## config.mk

```make
export PLATFORM = sky130hd
export DESIGN_NAME = asu_uart_core
export DESIGN_NICKNAME = d
export VERILOG_FILES = /design/src/verilog/asu_pkg.sv /design/src/verilog/asu_uart_core.sv
export SDC_FILE = /design/constraint.sdc
export NUM_CORES = 1
export LEC_CHECK = 0
export BUFFER_PORTS_ARGS = -buffer_cell sky130_fd_sc_hd__buf_2
export CELL_PAD_IN_SITES_DETAIL_PLACEMENT = 0
export CELL_PAD_IN_SITES_GLOBAL_PLACEMENT = 1
export CORE_ASPECT_RATIO = 1.4
export CORE_UTILIZATION = 35
export DETAILED_ROUTE_END_ITERATION = 10
export GPL_TIMING_DRIVEN = 0
export PLACE_DENSITY = 0.75
export SLEW_MARGIN = 20
export SYNTH_ARGS = -nofsm -noshare
export SYNTH_HDL_FRONTEND = slang
export SYNTH_SLANG_ARGS = --single-unit
```

## constraint.sdc

```tcl
create_clock -name aclk -period 6.47 [get_ports aclk]
set_clock_uncertainty 0.15 [all_clocks]
set_input_delay 0.3235 -clock aclk [delete_from_list [all_inputs] [get_ports aclk]]
set_output_delay 0.3235 -clock aclk [all_outputs]
set_load 0.01 [all_outputs]
```

## src/verilog/asu_pkg.sv

```systemverilog
/*
  asu_pkg: register offsets, field positions, reset values, counts and types
  shared by the three-channel asynchronous serial core.
  assumes one clock (aclk) and register access over AXI4-Lite.
*/
package asu_pkg;
  localparam int NCH = 3;
  localparam int CH_LSB = 10;
  localparam logic [1:0] CH_NONE = 2'h3;
  localparam logic [1:0] GAP_ZERO = 2'h0;

  localparam logic [7:0] OFF_DATA = 8'h00;
  localparam logic [7:0] OFF_IE = 8'h04;
  localparam logic [7:0] OFF_IID = 8'h08;
  localparam logic [7:0] OFF_LC = 8'h0C;
  localparam logic [7:0] OFF_MC = 8'h10;
  localparam logic [7:0] OFF_LS = 8'h14;
  localparam logic [7:0] OFF_MS = 8'h18;
  localparam logic [7:0] OFF_SCR = 8'h1C;
  localparam logic [7:0] OFF_IRC = 8'h20;

  localparam int LC_STB = 2;
  localparam int LC_PEN = 3;
  localparam int LC_EPS = 4;
  localparam int LC_STICK = 5;
  localparam int LC_BRK = 6;
  localparam int LC_DIVISOR_ACCESS_SELECT = 7;
  localparam int MC_DTR = 0;
  localparam int MC_RTS = 1;
  localparam int MC_OUT1 = 2;
  localparam int MC_OUT2 = 3;
  localparam int MC_LOOP = 4;
  localparam int IE_RD = 0;
  localparam int IE_TH = 1;
  localparam int IE_LS = 2;
  localparam int IE_MS = 3;

  localparam logic [7:0] IID_NONE = 8'h01;
  localparam logic [7:0] IID_LS = 8'h06;
  localparam logic [7:0] IID_RD = 8'h04;
  localparam logic [7:0] IID_TH = 8'h02;
  localparam logic [7:0] IID_MS = 8'h00;

  localparam logic [7:0] IE_RST = 8'h00;
  localparam logic [7:0] LC_RST = 8'h00;
  localparam logic [7:0] MC_RST = 8'h00;
  localparam logic [7:0] DLL_RST = 8'h01;
  localparam logic [7:0] DLM_RST = 8'h00;

  localparam logic [3:0] CNT_MID = 4'h7;
  localparam logic [3:0] CNT_LAST = 4'hF;
  localparam logic [4:0] STOP1_LAST = 5'h0F;
  localparam logic [4:0] STOP15_LAST = 5'h17;
  localparam logic [4:0] STOP2_LAST = 5'h1F;
  localparam logic [1:0] FILT_LAST = 2'h1;
  localparam logic [2:0] WLS_BASE = 3'h4;
  localparam logic [1:0] RESP_OK = 2'h0;
  localparam logic [1:0] RESP_ERR = 2'h2;

  typedef enum logic [2:0] {ST_IDLE, ST_START, ST_DATA, ST_PAR, ST_STOP, ST_BRK} asu_state_t;

  typedef struct packed {
    logic dcd_n;
    logic ri_n;
    logic dsr_n;
    logic cts_n;
  } asu_mdm_in_t;

  typedef struct packed {
    logic dtr_n;
    logic rts_n;
  } asu_mdm_out_t;
endpackage

```

## src/verilog/asu_uart_core.sv

```systemverilog
/*
  asu_uart_core: AXI4-Lite slave over three serial channels, and the channel
  itself (baud generator, transmitter, receiver, modem control, interrupt id).
  assumes pins synchronous to aclk; modem pins come from the pin multiplexer.
*/
module asu_uart_core
  import asu_pkg::*;
(
  input wire logic aclk, // system clock
  input wire logic aresetn, // sync reset, low
  input wire logic [11:0] s_axi_awaddr, // write address
  input wire logic s_axi_awvalid, // write address valid
  output logic s_axi_awready, // write address ready
  input wire logic [31:0] s_axi_wdata, // write data
  input wire logic [3:0] s_axi_wstrb, // byte enables
  input wire logic s_axi_wvalid, // write data valid
  output logic s_axi_wready, // write data ready
  output logic [1:0] s_axi_bresp, // write response
  output logic s_axi_bvalid, // write response valid
  input wire logic s_axi_bready, // write response ready
  input wire logic [11:0] s_axi_araddr, // read address
  input wire logic s_axi_arvalid, // read address valid
  output logic s_axi_arready, // read address ready
  output logic [31:0] s_axi_rdata, // read data
  output logic [1:0] s_axi_rresp, // read response
  output logic s_axi_rvalid, // read data valid
  input wire logic s_axi_rready, // read data ready
  input wire logic [NCH-1:0] rxd, // serial inputs
  output logic [NCH-1:0] txd, // serial outputs
  input wire asu_mdm_in_t [NCH-1:0] mdm_in, // modem inputs, active low
  output asu_mdm_out_t [NCH-1:0] mdm_out, // modem outputs, active low
  output logic [NCH-1:0] ir_mode, // channel in infrared mode
  output logic [NCH-1:0] irq // channel interrupt requests
);
  logic aw_have_reg;
  logic w_have_reg;
  logic [11:0] aw_addr_reg;
  logic [7:0] w_data_reg;
  logic w_lane_reg;
  logic bvalid_reg;
  logic [1:0] bresp_reg;
  logic rvalid_reg;
  logic [31:0] rdata_reg;
  logic [1:0] rresp_reg;
  logic wr_go;
  logic ar_go;
  logic [11:0] acc_addr;
  logic [1:0] sel;
  logic in_range;
  logic [NCH-1:0] ch_hit;
  logic [7:0] ch_rdata [NCH];

  assign wr_go = aw_have_reg && w_have_reg && !bvalid_reg;
  assign s_axi_awready = !aw_have_reg && !bvalid_reg;
  assign s_axi_wready = !w_have_reg && !bvalid_reg;
  // a pending write owns the shared decode, so reads wait one cycle
  assign s_axi_arready = !rvalid_reg && !wr_go;
  assign ar_go = s_axi_arvalid && s_axi_arready;
  assign acc_addr = wr_go ? aw_addr_reg : s_axi_araddr;
  assign sel = acc_addr[CH_LSB+1:CH_LSB];
  assign in_range = (acc_addr[CH_LSB-1:CH_LSB-2] == GAP_ZERO) && (sel != CH_NONE);
  assign s_axi_bvalid = bvalid_reg;
  assign s_axi_bresp = bresp_reg;
  assign s_axi_rvalid = rvalid_reg;
  assign s_axi_rdata = rdata_reg;
  assign s_axi_rresp = rresp_reg;

  always_ff @(posedge aclk) begin
    if (!aresetn) begin
      aw_have_reg <= 1'h0;
      aw_addr_reg <= 12'h000;
    end else if (s_axi_awvalid && s_axi_awready) begin
      aw_have_reg <= 1'h1;
      aw_addr_reg <= s_axi_awaddr;
    end else if (wr_go) begin
      aw_have_reg <= 1'h0;
    end
  end

  always_ff @(posedge aclk) begin
    if (!aresetn) begin
      w_have_reg <= 1'h0;
      w_data_reg <= 8'h00;
      w_lane_reg <= 1'h0;
    end else if (s_axi_wvalid && s_axi_wready) begin
      w_have_reg <= 1'h1;
      w_data_reg <= s_axi_wdata[7:0];
      w_lane_reg <= s_axi_wstrb[0];
    end else if (wr_go) begin
      w_have_reg <= 1'h0;
    end
  end

  always_ff @(posedge aclk) begin
    if (!aresetn) begin
      bvalid_reg <= 1'h0;
      bresp_reg <= RESP_OK;
    end else if (wr_go) begin
      bvalid_reg <= 1'h1;
      bresp_reg <= (in_range && ch_hit[sel]) ? RESP_OK : RESP_ERR;
    end else if (s_axi_bready) begin
      bvalid_reg <= 1'h0;
    end
  end

  always_ff @(posedge aclk) begin
    if (!aresetn) begin
      rvalid_reg <= 1'h0;
      rdata_reg <= 32'h0000_0000;
      rresp_reg <= RESP_OK;
    end else if (ar_go) begin
      rvalid_reg <= 1'h1;
      if (in_range && ch_hit[sel]) begin
        rdata_reg <= {24'h00_0000, ch_rdata[sel]};
        rresp_reg <= RESP_OK;
      end else begin
        rdata_reg <= 32'h0000_0000;
        rresp_reg <= RESP_ERR;
      end
    end else if (s_axi_rready) begin
      rvalid_reg <= 1'h0;
    end
  end

  for (genvar g = 0; g < NCH; g++) begin : g_ch
    asu_channel #(.CH(g)) u_ch (
      .aclk(aclk),
      .aresetn(aresetn),
      .wr_en(wr_go && w_lane_reg && in_range && (sel == 2'(g))),
      .rd_en(ar_go && in_range && (sel == 2'(g))),
      .addr(acc_addr[7:0]),
      .wdata(w_data_reg),
      .rdata(ch_rdata[g]),
      .hit(ch_hit[g]),
      .rxd(rxd[g]),
      .txd(txd[g]),
      .mdm_in(mdm_in[g]),
      .mdm_out(mdm_out[g]),
      .ir_mode(ir_mode[g]),
      .irq(irq[g])
    );
  end
endmodule

module asu_channel
  import asu_pkg::*;
#(
  parameter int CH = 0
) (
  input wire logic aclk, // system clock
  input wire logic aresetn, // sync reset, low
  input wire logic wr_en, // register write strobe
  input wire logic rd_en, // register read strobe
  input wire logic [7:0] addr, // byte offset
  input wire logic [7:0] wdata, // write data
  output logic [7:0] rdata, // read data
  output logic hit, // offset is mapped
  input wire logic rxd, // serial input
  output logic txd, // serial output
  input wire asu_mdm_in_t mdm_in, // modem inputs
  output asu_mdm_out_t mdm_out, // modem outputs
  output logic ir_mode, // infrared mode
  output logic irq // interrupt request
);
  localparam bit HAS_RC = (CH < 2);
  localparam bit HAS_FULL = (CH == 0);
  localparam logic IR_RST = (CH == 2);

  logic [7:0] ie_reg, lc_reg, mc_reg, scr_reg, dll_reg, dlm_reg, thr_reg, rbr_reg;
  logic ir_reg;
  logic [15:0] bcnt_reg;
  logic btick, divisor_access_select, loop;
  logic [3:0] mst, mst_prev_reg, delta_reg, delta_next;
  logic [4:0] ls_reg;
  logic thr_empty_reg, thre_pend_reg, txd_reg, tx_ser_reg, tx_par_reg;
  logic [7:0] tsr_reg, dmask;
  logic [2:0] tx_bit_reg, rx_bit_reg, last_bit;
  logic [4:0] tx_cnt_reg, stop_last;
  asu_state_t tx_st_reg, rx_st_reg;
  logic tx_load, tx_tick_end;
  logic rx_in, rx_filt_reg, rx_par_reg, rx_fin, rx_pe, rx_fe, rx_bi;
  logic [1:0] filt_cnt_reg;
  logic [3:0] rx_cnt_reg;
  logic [7:0] rsr_reg;
  logic [7:0] iid;
  logic wr_data, wr_ie, rd_data, rd_ls, rd_ms, rd_iid;

  assign divisor_access_select = lc_reg[LC_DIVISOR_ACCESS_SELECT];
  assign loop = mc_reg[MC_LOOP];
  assign wr_data = wr_en && addr == OFF_DATA && !divisor_access_select;
  assign wr_ie = wr_en && addr == OFF_IE && !divisor_access_select;
  assign rd_data = rd_en && addr == OFF_DATA && !divisor_access_select;
  assign rd_ls = rd_en && addr == OFF_LS;
  assign rd_ms = rd_en && addr == OFF_MS;
  assign rd_iid = rd_en && addr == OFF_IID;
  assign last_bit = WLS_BASE + {1'h0, lc_reg[1:0]};
  assign dmask = 8'hFF >> (2'h3 - lc_reg[1:0]);

  always_ff @(posedge aclk) begin
    if (!aresetn) begin
      ie_reg <= IE_RST;
      lc_reg <= LC_RST;
      mc_reg <= MC_RST;
      scr_reg <= 8'h00;
      dll_reg <= DLL_RST;
      dlm_reg <= DLM_RST;
      ir_reg <= IR_RST;
    end else if (wr_en) begin
      if (addr == OFF_DATA && divisor_access_select) begin
        dll_reg <= wdata;
      end else if (addr == OFF_IE && divisor_access_select) begin
        dlm_reg <= wdata;
      end else if (addr == OFF_IE) begin
        ie_reg <= {4'h0, wdata[3:0]};
      end else if (addr == OFF_LC) begin
        lc_reg <= wdata;
      end else if (addr == OFF_MC) begin
        mc_reg <= {3'h0, wdata[4:0]};
      end else if (addr == OFF_SCR) begin
        scr_reg <= wdata;
      end else if (addr == OFF_IRC) begin
        ir_reg <= wdata[0];
      end
    end
  end

  // divisor 0 wraps to 16'hFFFF reload, i.e. divide by 65536
  assign btick = (bcnt_reg == 16'h0000);
  always_ff @(posedge aclk) begin
    if (!aresetn) begin
      bcnt_reg <= 16'h0000;
    end else if (btick) begin
      bcnt_reg <= {dlm_reg, dll_reg} - 16'h0001;
    end else begin
      bcnt_reg <= bcnt_reg - 16'h0001;
    end
  end

  // outside loop-back, missing lines read inactive rather than floating pin values
  always_comb begin
    if (loop) begin
      mst = {mc_reg[MC_OUT2], mc_reg[MC_OUT1], mc_reg[MC_DTR], mc_reg[MC_RTS]};
    end else begin
      mst = {HAS_FULL & ~mdm_in.dcd_n, HAS_RC & ~mdm_in.ri_n,
             HAS_FULL & ~mdm_in.dsr_n, HAS_RC & ~mdm_in.cts_n};
    end
  end
  assign mdm_out.rts_n = !(HAS_RC && mc_reg[MC_RTS] && !loop);
  assign mdm_out.dtr_n = !(HAS_FULL && mc_reg[MC_DTR] && !loop);
  assign ir_mode = ir_reg;

  // ring delta on pin low-to-high, which is the active-high ri falling
  always_comb begin
    delta_next = delta_reg;
    if (rd_ms) begin
      delta_next = 4'h0;
    end
    delta_next[0] = delta_next[0] | (mst[0] ^ mst_prev_reg[0]);
    delta_next[1] = delta_next[1] | (mst[1] ^ mst_prev_reg[1]);
    delta_next[2] = delta_next[2] | (mst_prev_reg[2] & ~mst[2]);
    delta_next[3] = delta_next[3] | (mst[3] ^ mst_prev_reg[3]);
  end
  always_ff @(posedge aclk) begin
    if (!aresetn) begin
      mst_prev_reg <= 4'h0;
      delta_reg <= 4'h0;
    end else begin
      mst_prev_reg <= mst;
      delta_reg <= delta_next;
    end
  end

  assign tx_load = (tx_st_reg == ST_IDLE) && !thr_empty_reg;
  assign stop_last = !lc_reg[LC_STB] ? STOP1_LAST : (lc_reg[1:0] == 2'h0 ? STOP15_LAST : STOP2_LAST);
  assign tx_tick_end = (tx_st_reg == ST_STOP) ? (tx_cnt_reg == stop_last) : (tx_cnt_reg[3:0] == CNT_LAST);

  always_ff @(posedge aclk) begin
    if (!aresetn) begin
      thr_reg <= 8'h00;
      thr_empty_reg <= 1'h1;
    end else begin
      if (tx_load) begin
        thr_empty_reg <= 1'h1;
      end
      if (wr_data) begin
        thr_reg <= wdata;
        thr_empty_reg <= 1'h0;
      end
    end
  end

  always_ff @(posedge aclk) begin
    if (!aresetn) begin
      thre_pend_reg <= 1'h0;
    end else if (tx_load || (wr_ie && wdata[IE_TH] && thr_empty_reg)) begin
      thre_pend_reg <= 1'h1;
    end else if (wr_data || (rd_iid && iid == IID_TH)) begin
      thre_pend_reg <= 1'h0;
    end
  end

  always_ff @(posedge aclk) begin
    if (!aresetn) begin
      tx_st_reg <= ST_IDLE;
      tx_ser_reg <= 1'h1;
      tx_cnt_reg <= 5'h00;
      tx_bit_reg <= 3'h0;
      tsr_reg <= 8'h00;
      tx_par_reg <= 1'h0;
    end else if (tx_load) begin
      tx_st_reg <= ST_START;
      tx_ser_reg <= 1'h0;
      tx_cnt_reg <= 5'h00;
      tsr_reg <= thr_reg & dmask;
      tx_par_reg <= lc_reg[LC_STICK] ? !lc_reg[LC_EPS] : (^(thr_reg & dmask)) ^ !lc_reg[LC_EPS];
    end else if (btick && tx_st_reg != ST_IDLE) begin
      tx_cnt_reg <= tx_cnt_reg + 5'h01;
      if (tx_tick_end) begin
        tx_cnt_reg <= 5'h00;
        case (tx_st_reg)
          ST_START: begin
            tx_st_reg <= ST_DATA;
            tx_ser_reg <= tsr_reg[0];
            tx_bit_reg <= 3'h0;
          end
          ST_DATA: begin
            tsr_reg <= tsr_reg >> 1;
            tx_bit_reg <= tx_bit_reg + 3'h1;
            if (tx_bit_reg != last_bit) begin
              tx_ser_reg <= tsr_reg[1];
            end else if (lc_reg[LC_PEN]) begin
              tx_st_reg <= ST_PAR;
              tx_ser_reg <= tx_par_reg;
            end else begin
              tx_st_reg <= ST_STOP;
              tx_ser_reg <= 1'h1;
            end
          end
          ST_PAR: begin
            tx_st_reg <= ST_STOP;
            tx_ser_reg <= 1'h1;
          end
          default: begin
            tx_st_reg <= ST_IDLE;
          end
        endcase
      end
    end
  end

  always_ff @(posedge aclk) begin
    if (!aresetn) begin
      txd_reg <= 1'h1;
    end else begin
      txd_reg <= loop || (tx_ser_reg && !lc_reg[LC_BRK]);
    end
  end
  assign txd = txd_reg;

  // break forces the looped line low too, so loop-back can test detection
  assign rx_in = loop ? (tx_ser_reg && !lc_reg[LC_BRK]) : rxd;
  always_ff @(posedge aclk) begin
    if (!aresetn) begin
      rx_filt_reg <= 1'h1;
      filt_cnt_reg <= 2'h0;
    end else if (btick) begin
      if (rx_in == rx_filt_reg) begin
        filt_cnt_reg <= 2'h0;
      end else if (filt_cnt_reg == FILT_LAST) begin
        rx_filt_reg <= rx_in;
        filt_cnt_reg <= 2'h0;
      end else begin
        filt_cnt_reg <= filt_cnt_reg + 2'h1;
      end
    end
  end

  always_ff @(posedge aclk) begin
    if (!aresetn) begin
      rx_st_reg <= ST_IDLE;
      rx_cnt_reg <= 4'h0;
      rx_bit_reg <= 3'h0;
      rsr_reg <= 8'h00;
      rx_par_reg <= 1'h0;
    end else if (btick) begin
      rx_cnt_reg <= rx_cnt_reg + 4'h1;
      case (rx_st_reg)
        ST_IDLE: begin
          rx_cnt_reg <= 4'h0;
          if (!rx_filt_reg) begin
            rx_st_reg <= ST_START;
          end
        end
        ST_START: begin
          if (rx_cnt_reg == CNT_MID) begin
            rx_cnt_reg <= 4'h0;
            rsr_reg <= 8'h00;
            rx_bit_reg <= 3'h0;
            rx_st_reg <= rx_filt_reg ? ST_IDLE : ST_DATA;
          end
        end
        ST_DATA: begin
          if (rx_cnt_reg == CNT_LAST) begin
            rsr_reg[rx_bit_reg] <= rx_filt_reg;
            rx_bit_reg <= rx_bit_reg + 3'h1;
            if (rx_bit_reg == last_bit) begin
              rx_st_reg <= lc_reg[LC_PEN] ? ST_PAR : ST_STOP;
            end
          end
        end
        ST_PAR: begin
          if (rx_cnt_reg == CNT_LAST) begin
            rx_par_reg <= rx_filt_reg;
            rx_st_reg <= ST_STOP;
          end
        end
        ST_STOP: begin
          if (rx_cnt_reg == CNT_LAST) begin
            rx_st_reg <= rx_filt_reg ? ST_IDLE : ST_BRK;
          end
        end
        default: begin
          if (rx_filt_reg) begin
            rx_st_reg <= ST_IDLE;
          end
        end
      endcase
    end
  end

  assign rx_fin = btick && rx_st_reg == ST_STOP && rx_cnt_reg == CNT_LAST;
  assign rx_pe = lc_reg[LC_PEN] &&
    (rx_par_reg != (lc_reg[LC_STICK] ? !lc_reg[LC_EPS] : (^rsr_reg) ^ !lc_reg[LC_EPS]));
  assign rx_fe = !rx_filt_reg;
  assign rx_bi = rx_fe && rsr_reg == 8'h00 && !(lc_reg[LC_PEN] && rx_par_reg);

  always_ff @(posedge aclk) begin
    if (!aresetn) begin
      rbr_reg <= 8'h00;
    end else if (rx_fin) begin
      rbr_reg <= rsr_reg;
    end
  end

  // ls_reg: 0 ready, 1 overrun, 2 parity, 3 framing, 4 break; set beats clear
  always_ff @(posedge aclk) begin
    if (!aresetn) begin
      ls_reg <= 5'h00;
    end else begin
      ls_reg[0] <= rx_fin || (ls_reg[0] && !rd_data);
      ls_reg[1] <= (rx_fin && ls_reg[0] && !rd_data) || (ls_reg[1] && !rd_ls);
      ls_reg[2] <= (rx_fin && rx_pe) || (ls_reg[2] && !rd_ls);
      ls_reg[3] <= (rx_fin && rx_fe) || (ls_reg[3] && !rd_ls);
      ls_reg[4] <= (rx_fin && rx_bi) || (ls_reg[4] && !rd_ls);
    end
  end

  always_comb begin
    if (ie_reg[IE_LS] && |ls_reg[4:1]) begin
      iid = IID_LS;
    end else if (ie_reg[IE_RD] && ls_reg[0]) begin
      iid = IID_RD;
    end else if (ie_reg[IE_TH] && thre_pend_reg) begin
      iid = IID_TH;
    end else if (ie_reg[IE_MS] && |delta_reg) begin
      iid = IID_MS;
    end else begin
      iid = IID_NONE;
    end
  end
  assign irq = (iid != IID_NONE);

  always_comb begin
    hit = 1'h1;
    if (addr == OFF_DATA) begin
      rdata = divisor_access_select ? dll_reg : rbr_reg;
    end else if (addr == OFF_IE) begin
      rdata = divisor_access_select ? dlm_reg : ie_reg;
    end else if (addr == OFF_IID) begin
      rdata = iid;
    end else if (addr == OFF_LC) begin
      rdata = lc_reg;
    end else if (addr == OFF_MC) begin
      rdata = mc_reg;
    end else if (addr == OFF_LS) begin
      rdata = {1'h0, thr_empty_reg && tx_st_reg == ST_IDLE, thr_empty_reg, ls_reg};
    end else if (addr == OFF_MS) begin
      rdata = {mst, delta_reg};
    end else if (addr == OFF_SCR) begin
      rdata = scr_reg;
    end else if (addr == OFF_IRC) begin
      rdata = {7'h00, ir_reg};
    end else begin
      rdata = 8'h00;
      hit = 1'h0;
    end
  end
endmodule
```

==> impl_metrics.env <==
export IMPL_tightest_slew_ns=1.257
export IMPL_worst_path_max_fanout=10
export IMPL_layout_cells_most_common_list="sky130_fd_sc_hd__dfxtp_1, sky130_fd_sc_hd__nor2_1, sky130_fd_sc_hd__nand2_1"
export IMPL_cts_resized=0
export IMPL_worstSkewPairLatency_ns=0.59
export IMPL_timing_setup_critical_path_class="reg2reg"
export IMPL_effective_utilization_at_floorplan=0.3554
export IMPL_dieWidth_um=216.2
export IMPL_synth_top_area_share=0.3864
export IMPL_dr_wl_met3_um=5813
export IMPL_path_cells="nor4_1 -> and4b_1 -> buf_2 -> and2_1 -> buf_2 -> clkbuf_1 -> clkbuf_1 -> a21oi_1 -> ha_1 -> nand2b_1 -> a311oi_1 -> o2111ai_1 -> nand3b_1 -> xnor2_1 -> nor2_1"
export IMPL_core_area_um2=63280
export IMPL_setup_worst_path_start_class="register"
export IMPL_yosys_warnings=0
export IMPL_grt_overflow_total=0
export IMPL_synthCells=2803
export IMPL_final_net_count=3093
export IMPL_finalWeightedCongestion=1.063
export IMPL_hold_violation_count_in_the_final_report=0
export IMPL_regToRegSetupSlack_ns=2.11
export IMPL_drc_errors=0
export IMPL_share_of_synthesized_area_occupied_by_flip_flops_and_latches=0.3864
export IMPL_finalSetupTns_ns=0
export IMPL_r2r_start="g_ch[1].u_ch.bcnt_reg[11]"
export IMPL_drt_antenna_violating_nets=0
export IMPL_critical_path_arrival_ns=4.65
export IMPL_hold_class="in2reg"
export IMPL_met2RoutedLength_um=44270
export IMPL_wl_per_cell_um=24.61
export IMPL_finalSetupViolCount=0
export IMPL_synth_edff_count=0
export IMPL_critPathSlowestCell="sky130_fd_sc_hd__nor4_1"
export IMPL_boundaryPins=138
export IMPL_outcome="completed"
export IMPL_cp_buffers_inverters=4
export IMPL_r2r_end="g_ch[1].u_ch.bcnt_reg[12]"
export IMPL_layout_area_overhead_vs_synth_pct=15.07
export IMPL_timing_max_cap_violations=0
export IMPL_finish_utilization=0.4089
export IMPL_vias=22120
export IMPL_routed_wl_um=94790
export IMPL_ir_drop_v=0.0001616
export IMPL_synth_lib_cells_used_distinct=91
export IMPL_die_height_um=301.9
export IMPL_synth_area_top_cells="sky130_fd_sc_hd__dfxtp_1, sky130_fd_sc_hd__mux2i_1, sky130_fd_sc_hd__nor2_1"
export IMPL_route_detailed_vias_per_inst=5.743
export IMPL_rows=109
export IMPL_critical_path_endpoint_type="register"
export IMPL_synth_area_um2=22490
export IMPL_layout_commonest_cell="sky130_fd_sc_hd__dfxtp_1"
export IMPL_cts_sinks=434
export IMPL_drt_first_iter_violations=2196
export IMPL_global_route_usage_total=0.2842
export IMPL_cts_tree="built"
export IMPL_port_buffers=75
export IMPL_async_reset_ff_frac=0
export IMPL_post_route_period_util=0.6736
export IMPL_clkTransAtPathRegs_ns=0.06
export IMPL_critPathRequiredTime_ns=6.77
export IMPL_syn_avg_cell_area_um2=8.023
export IMPL_hpwl_um=70320
export IMPL_cts_htree_levels=2
export IMPL_wire_length_of_the_first_global_routing_pass_um=138400
export IMPL_number_of_register_bits_inferred_by_synthesis=434
export IMPL_setup_repair_after_global_routing_missed_its_margin="false"
export IMPL_grt_start_max_net_pins=14
export IMPL_largest_reg_flops=48
export IMPL_detail_route_first_pass_iterations=6
export IMPL_endpoint="g_ch[1].u_ch.bcnt_reg[12]"
export IMPL_post_route_cells_drive_above_1_share=0.09506
export IMPL_clockRootBuffer="sky130_fd_sc_hd__clkbuf_16"
export IMPL_period_needed_ns=4.358
export IMPL_max_slew_margin_rel=0.1623
export IMPL_worstSetupPathDepth=15
export IMPL_netlist_top_cell_by_area="sky130_fd_sc_hd__dfxtp_1"
export IMPL_layout_setup_ws_ns=2.112
export IMPL_max_freq_ghz=0.2295
export IMPL_cts_buffers_inserted=46
export IMPL_highest_signal_layer="met5"
export IMPL_slowest_delay_ns=0.63
export IMPL_first_global_vias=21210
export IMPL_worst_r2r_cell_count=15
export IMPL_post_place_instance_area_um2=24100
export IMPL_finalMaxSlewViolations=0
export IMPL_clk_path_buf_depth=3
export IMPL_leakage_nw=9.206
export IMPL_initial_antenna_violation_count=2
export IMPL_crit_family="simple AND/OR/NAND/NOR gates"
export IMPL_design_die_area_um2=65280
export IMPL_cellPowerDensity_nw_per_um2=283.4
export IMPL_timing_critical_path_from="g_ch[1].u_ch.bcnt_reg[11]"
export IMPL_final_area_um2=25880
export IMPL_diodes=0
export IMPL_drt_met1_wl_um=37490
export IMPL_ys_dominant_reg_cell="sky130_fd_sc_hd__dfxtp_1"
export IMPL_dp_worst_setup_slack_ns=2.133
-- final cells by class --
class | instances | area [um^2]
fill | 6457 | 37400
tap | 832 | 1041
multi-input combinational | 2119 | 12720
clock inverter | 11 | 132.6
inverter | 58 | 217.7
clock buffer | 72 | 1383
timing repair buffer | 106 | 678.2
buffer | 219 | 1017
sequential | 434 | 8688
-- power breakdown --
group / total, mW / internal (mW) / leakage (nW) / switching, mW
logic: 1.62 / 0.561 / 4.95 / 1.05
registers: 2.98 / 2.83 / 3.51 / 0.154
clock network: 2.74 / 1.58 / 0.743 / 1.16
total: 7.33 / 4.97 / 9.21 / 2.36
-- synthesized netlist by cell type (8+ instances only) --
cell type                  instances
sky130_fd_sc_hd__xnor2_1          70
sky130_fd_sc_hd__o31ai_1          24
sky130_fd_sc_hd__a32oi_1           9
sky130_fd_sc_hd__a221oi_1         10
sky130_fd_sc_hd__or2_2             9
sky130_fd_sc_hd__o21a_1            8
sky130_fd_sc_hd__nand3_1          86
sky130_fd_sc_hd__nand3b_1         14
sky130_fd_sc_hd__or4_1             8
sky130_fd_sc_hd__nor4_1           16
sky130_fd_sc_hd__nor3_1           48
sky130_fd_sc_hd__mux2_2           15
sky130_fd_sc_hd__nand2_1         324
sky130_fd_sc_hd__buf_2            23
sky130_fd_sc_hd__a31oi_1          15
sky130_fd_sc_hd__nor2b_1          16
sky130_fd_sc_hd__nor2_1          385
sky130_fd_sc_hd__nor3b_1          15
sky130_fd_sc_hd__clkbuf_1        148
sky130_fd_sc_hd__a311oi_1         17
sky130_fd_sc_hd__buf_4            41
sky130_fd_sc_hd__o41ai_1           9
sky130_fd_sc_hd__nand2b_1         39
sky130_fd_sc_hd__dfxtp_1         434
sky130_fd_sc_hd__xor2_1           38
sky130_fd_sc_hd__o211ai_1         33
sky130_fd_sc_hd__mux2i_1         170
sky130_fd_sc_hd__o311ai_0          9
sky130_fd_sc_hd__o21ai_0         102
sky130_fd_sc_hd__a21oi_1         282
sky130_fd_sc_hd__a211oi_1         19
sky130_fd_sc_hd__and3_1           14
sky130_fd_sc_hd__ha_1             27
sky130_fd_sc_hd__or3_1            28
sky130_fd_sc_hd__a22oi_1          23
sky130_fd_sc_hd__inv_1            58
sky130_fd_sc_hd__nand4_1          37
sky130_fd_sc_hd__nor3_2            9
sky130_fd_sc_hd__and2_1           27
sky130_fd_sc_hd__o22ai_1          10
-- cell families (layout without fill, tap and decap cells) --
| group | Yosys count | after routing | synth area share |
|---|---|---|---|
| AO/OA/AOI/OAI | 661 | 661 | 0.1869 |
| adder cells (fa/ha/maj) | 27 | 27 | 0.01502 |
| XOR/XNOR | 108 | 108 | 0.04206 |
| multiplexers | 187 | 187 | 0.08446 |
| buffers and inverters | 277 | 466 | 0.05436 |
| flip-flops | 434 | 434 | 0.3864 |
| other | 2 | 29 | 0.0003340 |
| AND/OR/NAND/NOR | 1107 | 1107 | 0.2305 |
-- timing repair --
item,in CTS,in global routing
hold buffers,26,0
endpoints found under the hold margin,23,0
buffers inserted,0,0
-- worst min-delay path, cell delays in order --
cell and delay [ns]:
sky130_fd_sc_hd__buf_2 0.08, sky130_fd_sc_hd__mux2i_1 0.10, sky130_fd_sc_hd__and2_1 0.17
-- per-layer routing --
layer | vias up | global-route usage
met2 | 916 | 0.4799
met1 | 10690 | 0.3341
met3 | 305 | 0.03932
met5 | - | 0
met4 | 2 | 0.1942
li1 | 10210 | -
-- through the flow --
step                      instances  total power, mW  hold WS (ns)
after floorplan                2830            4.111        0.2770
after CTS                      3851            7.338      0.007148
after detailed placement       3742            4.609        0.2990
after global placement         3737            4.580        0.2934
final                          3851            7.334       0.01616
after global routing           3851            7.632       0.04981
-- how the worst min path moves through the flow --
| stage | startpoint | to | slack [ns] | cells after the start |
|---|---|---|---|---|
| 3_3_place_gp | g_ch[0].u_ch.filt_cnt_reg[1] | g_ch[0].u_ch.filt_cnt_reg[1] | 0.29 | 1 |
| 5_1_grt | mdm_in[0] | g_ch[0].u_ch.mst_prev_reg[0] | 0.05 | 3 |
| 6_report | mdm_in[0] | g_ch[0].u_ch.mst_prev_reg[0] | 0.02 | 3 |
| 3_5_place_dp | aw_addr_reg[9] | aw_addr_reg[9] | 0.30 | 2 |
| 2_1_floorplan | g_ch[1].u_ch.tx_ser_reg | g_ch[1].u_ch.tx_ser_reg | 0.28 | 2 |
| 4_1_cts | mdm_in[0] | g_ch[0].u_ch.mst_prev_reg[0] | 0.007 | 3 |
Power figures use the tool's default switching activity.
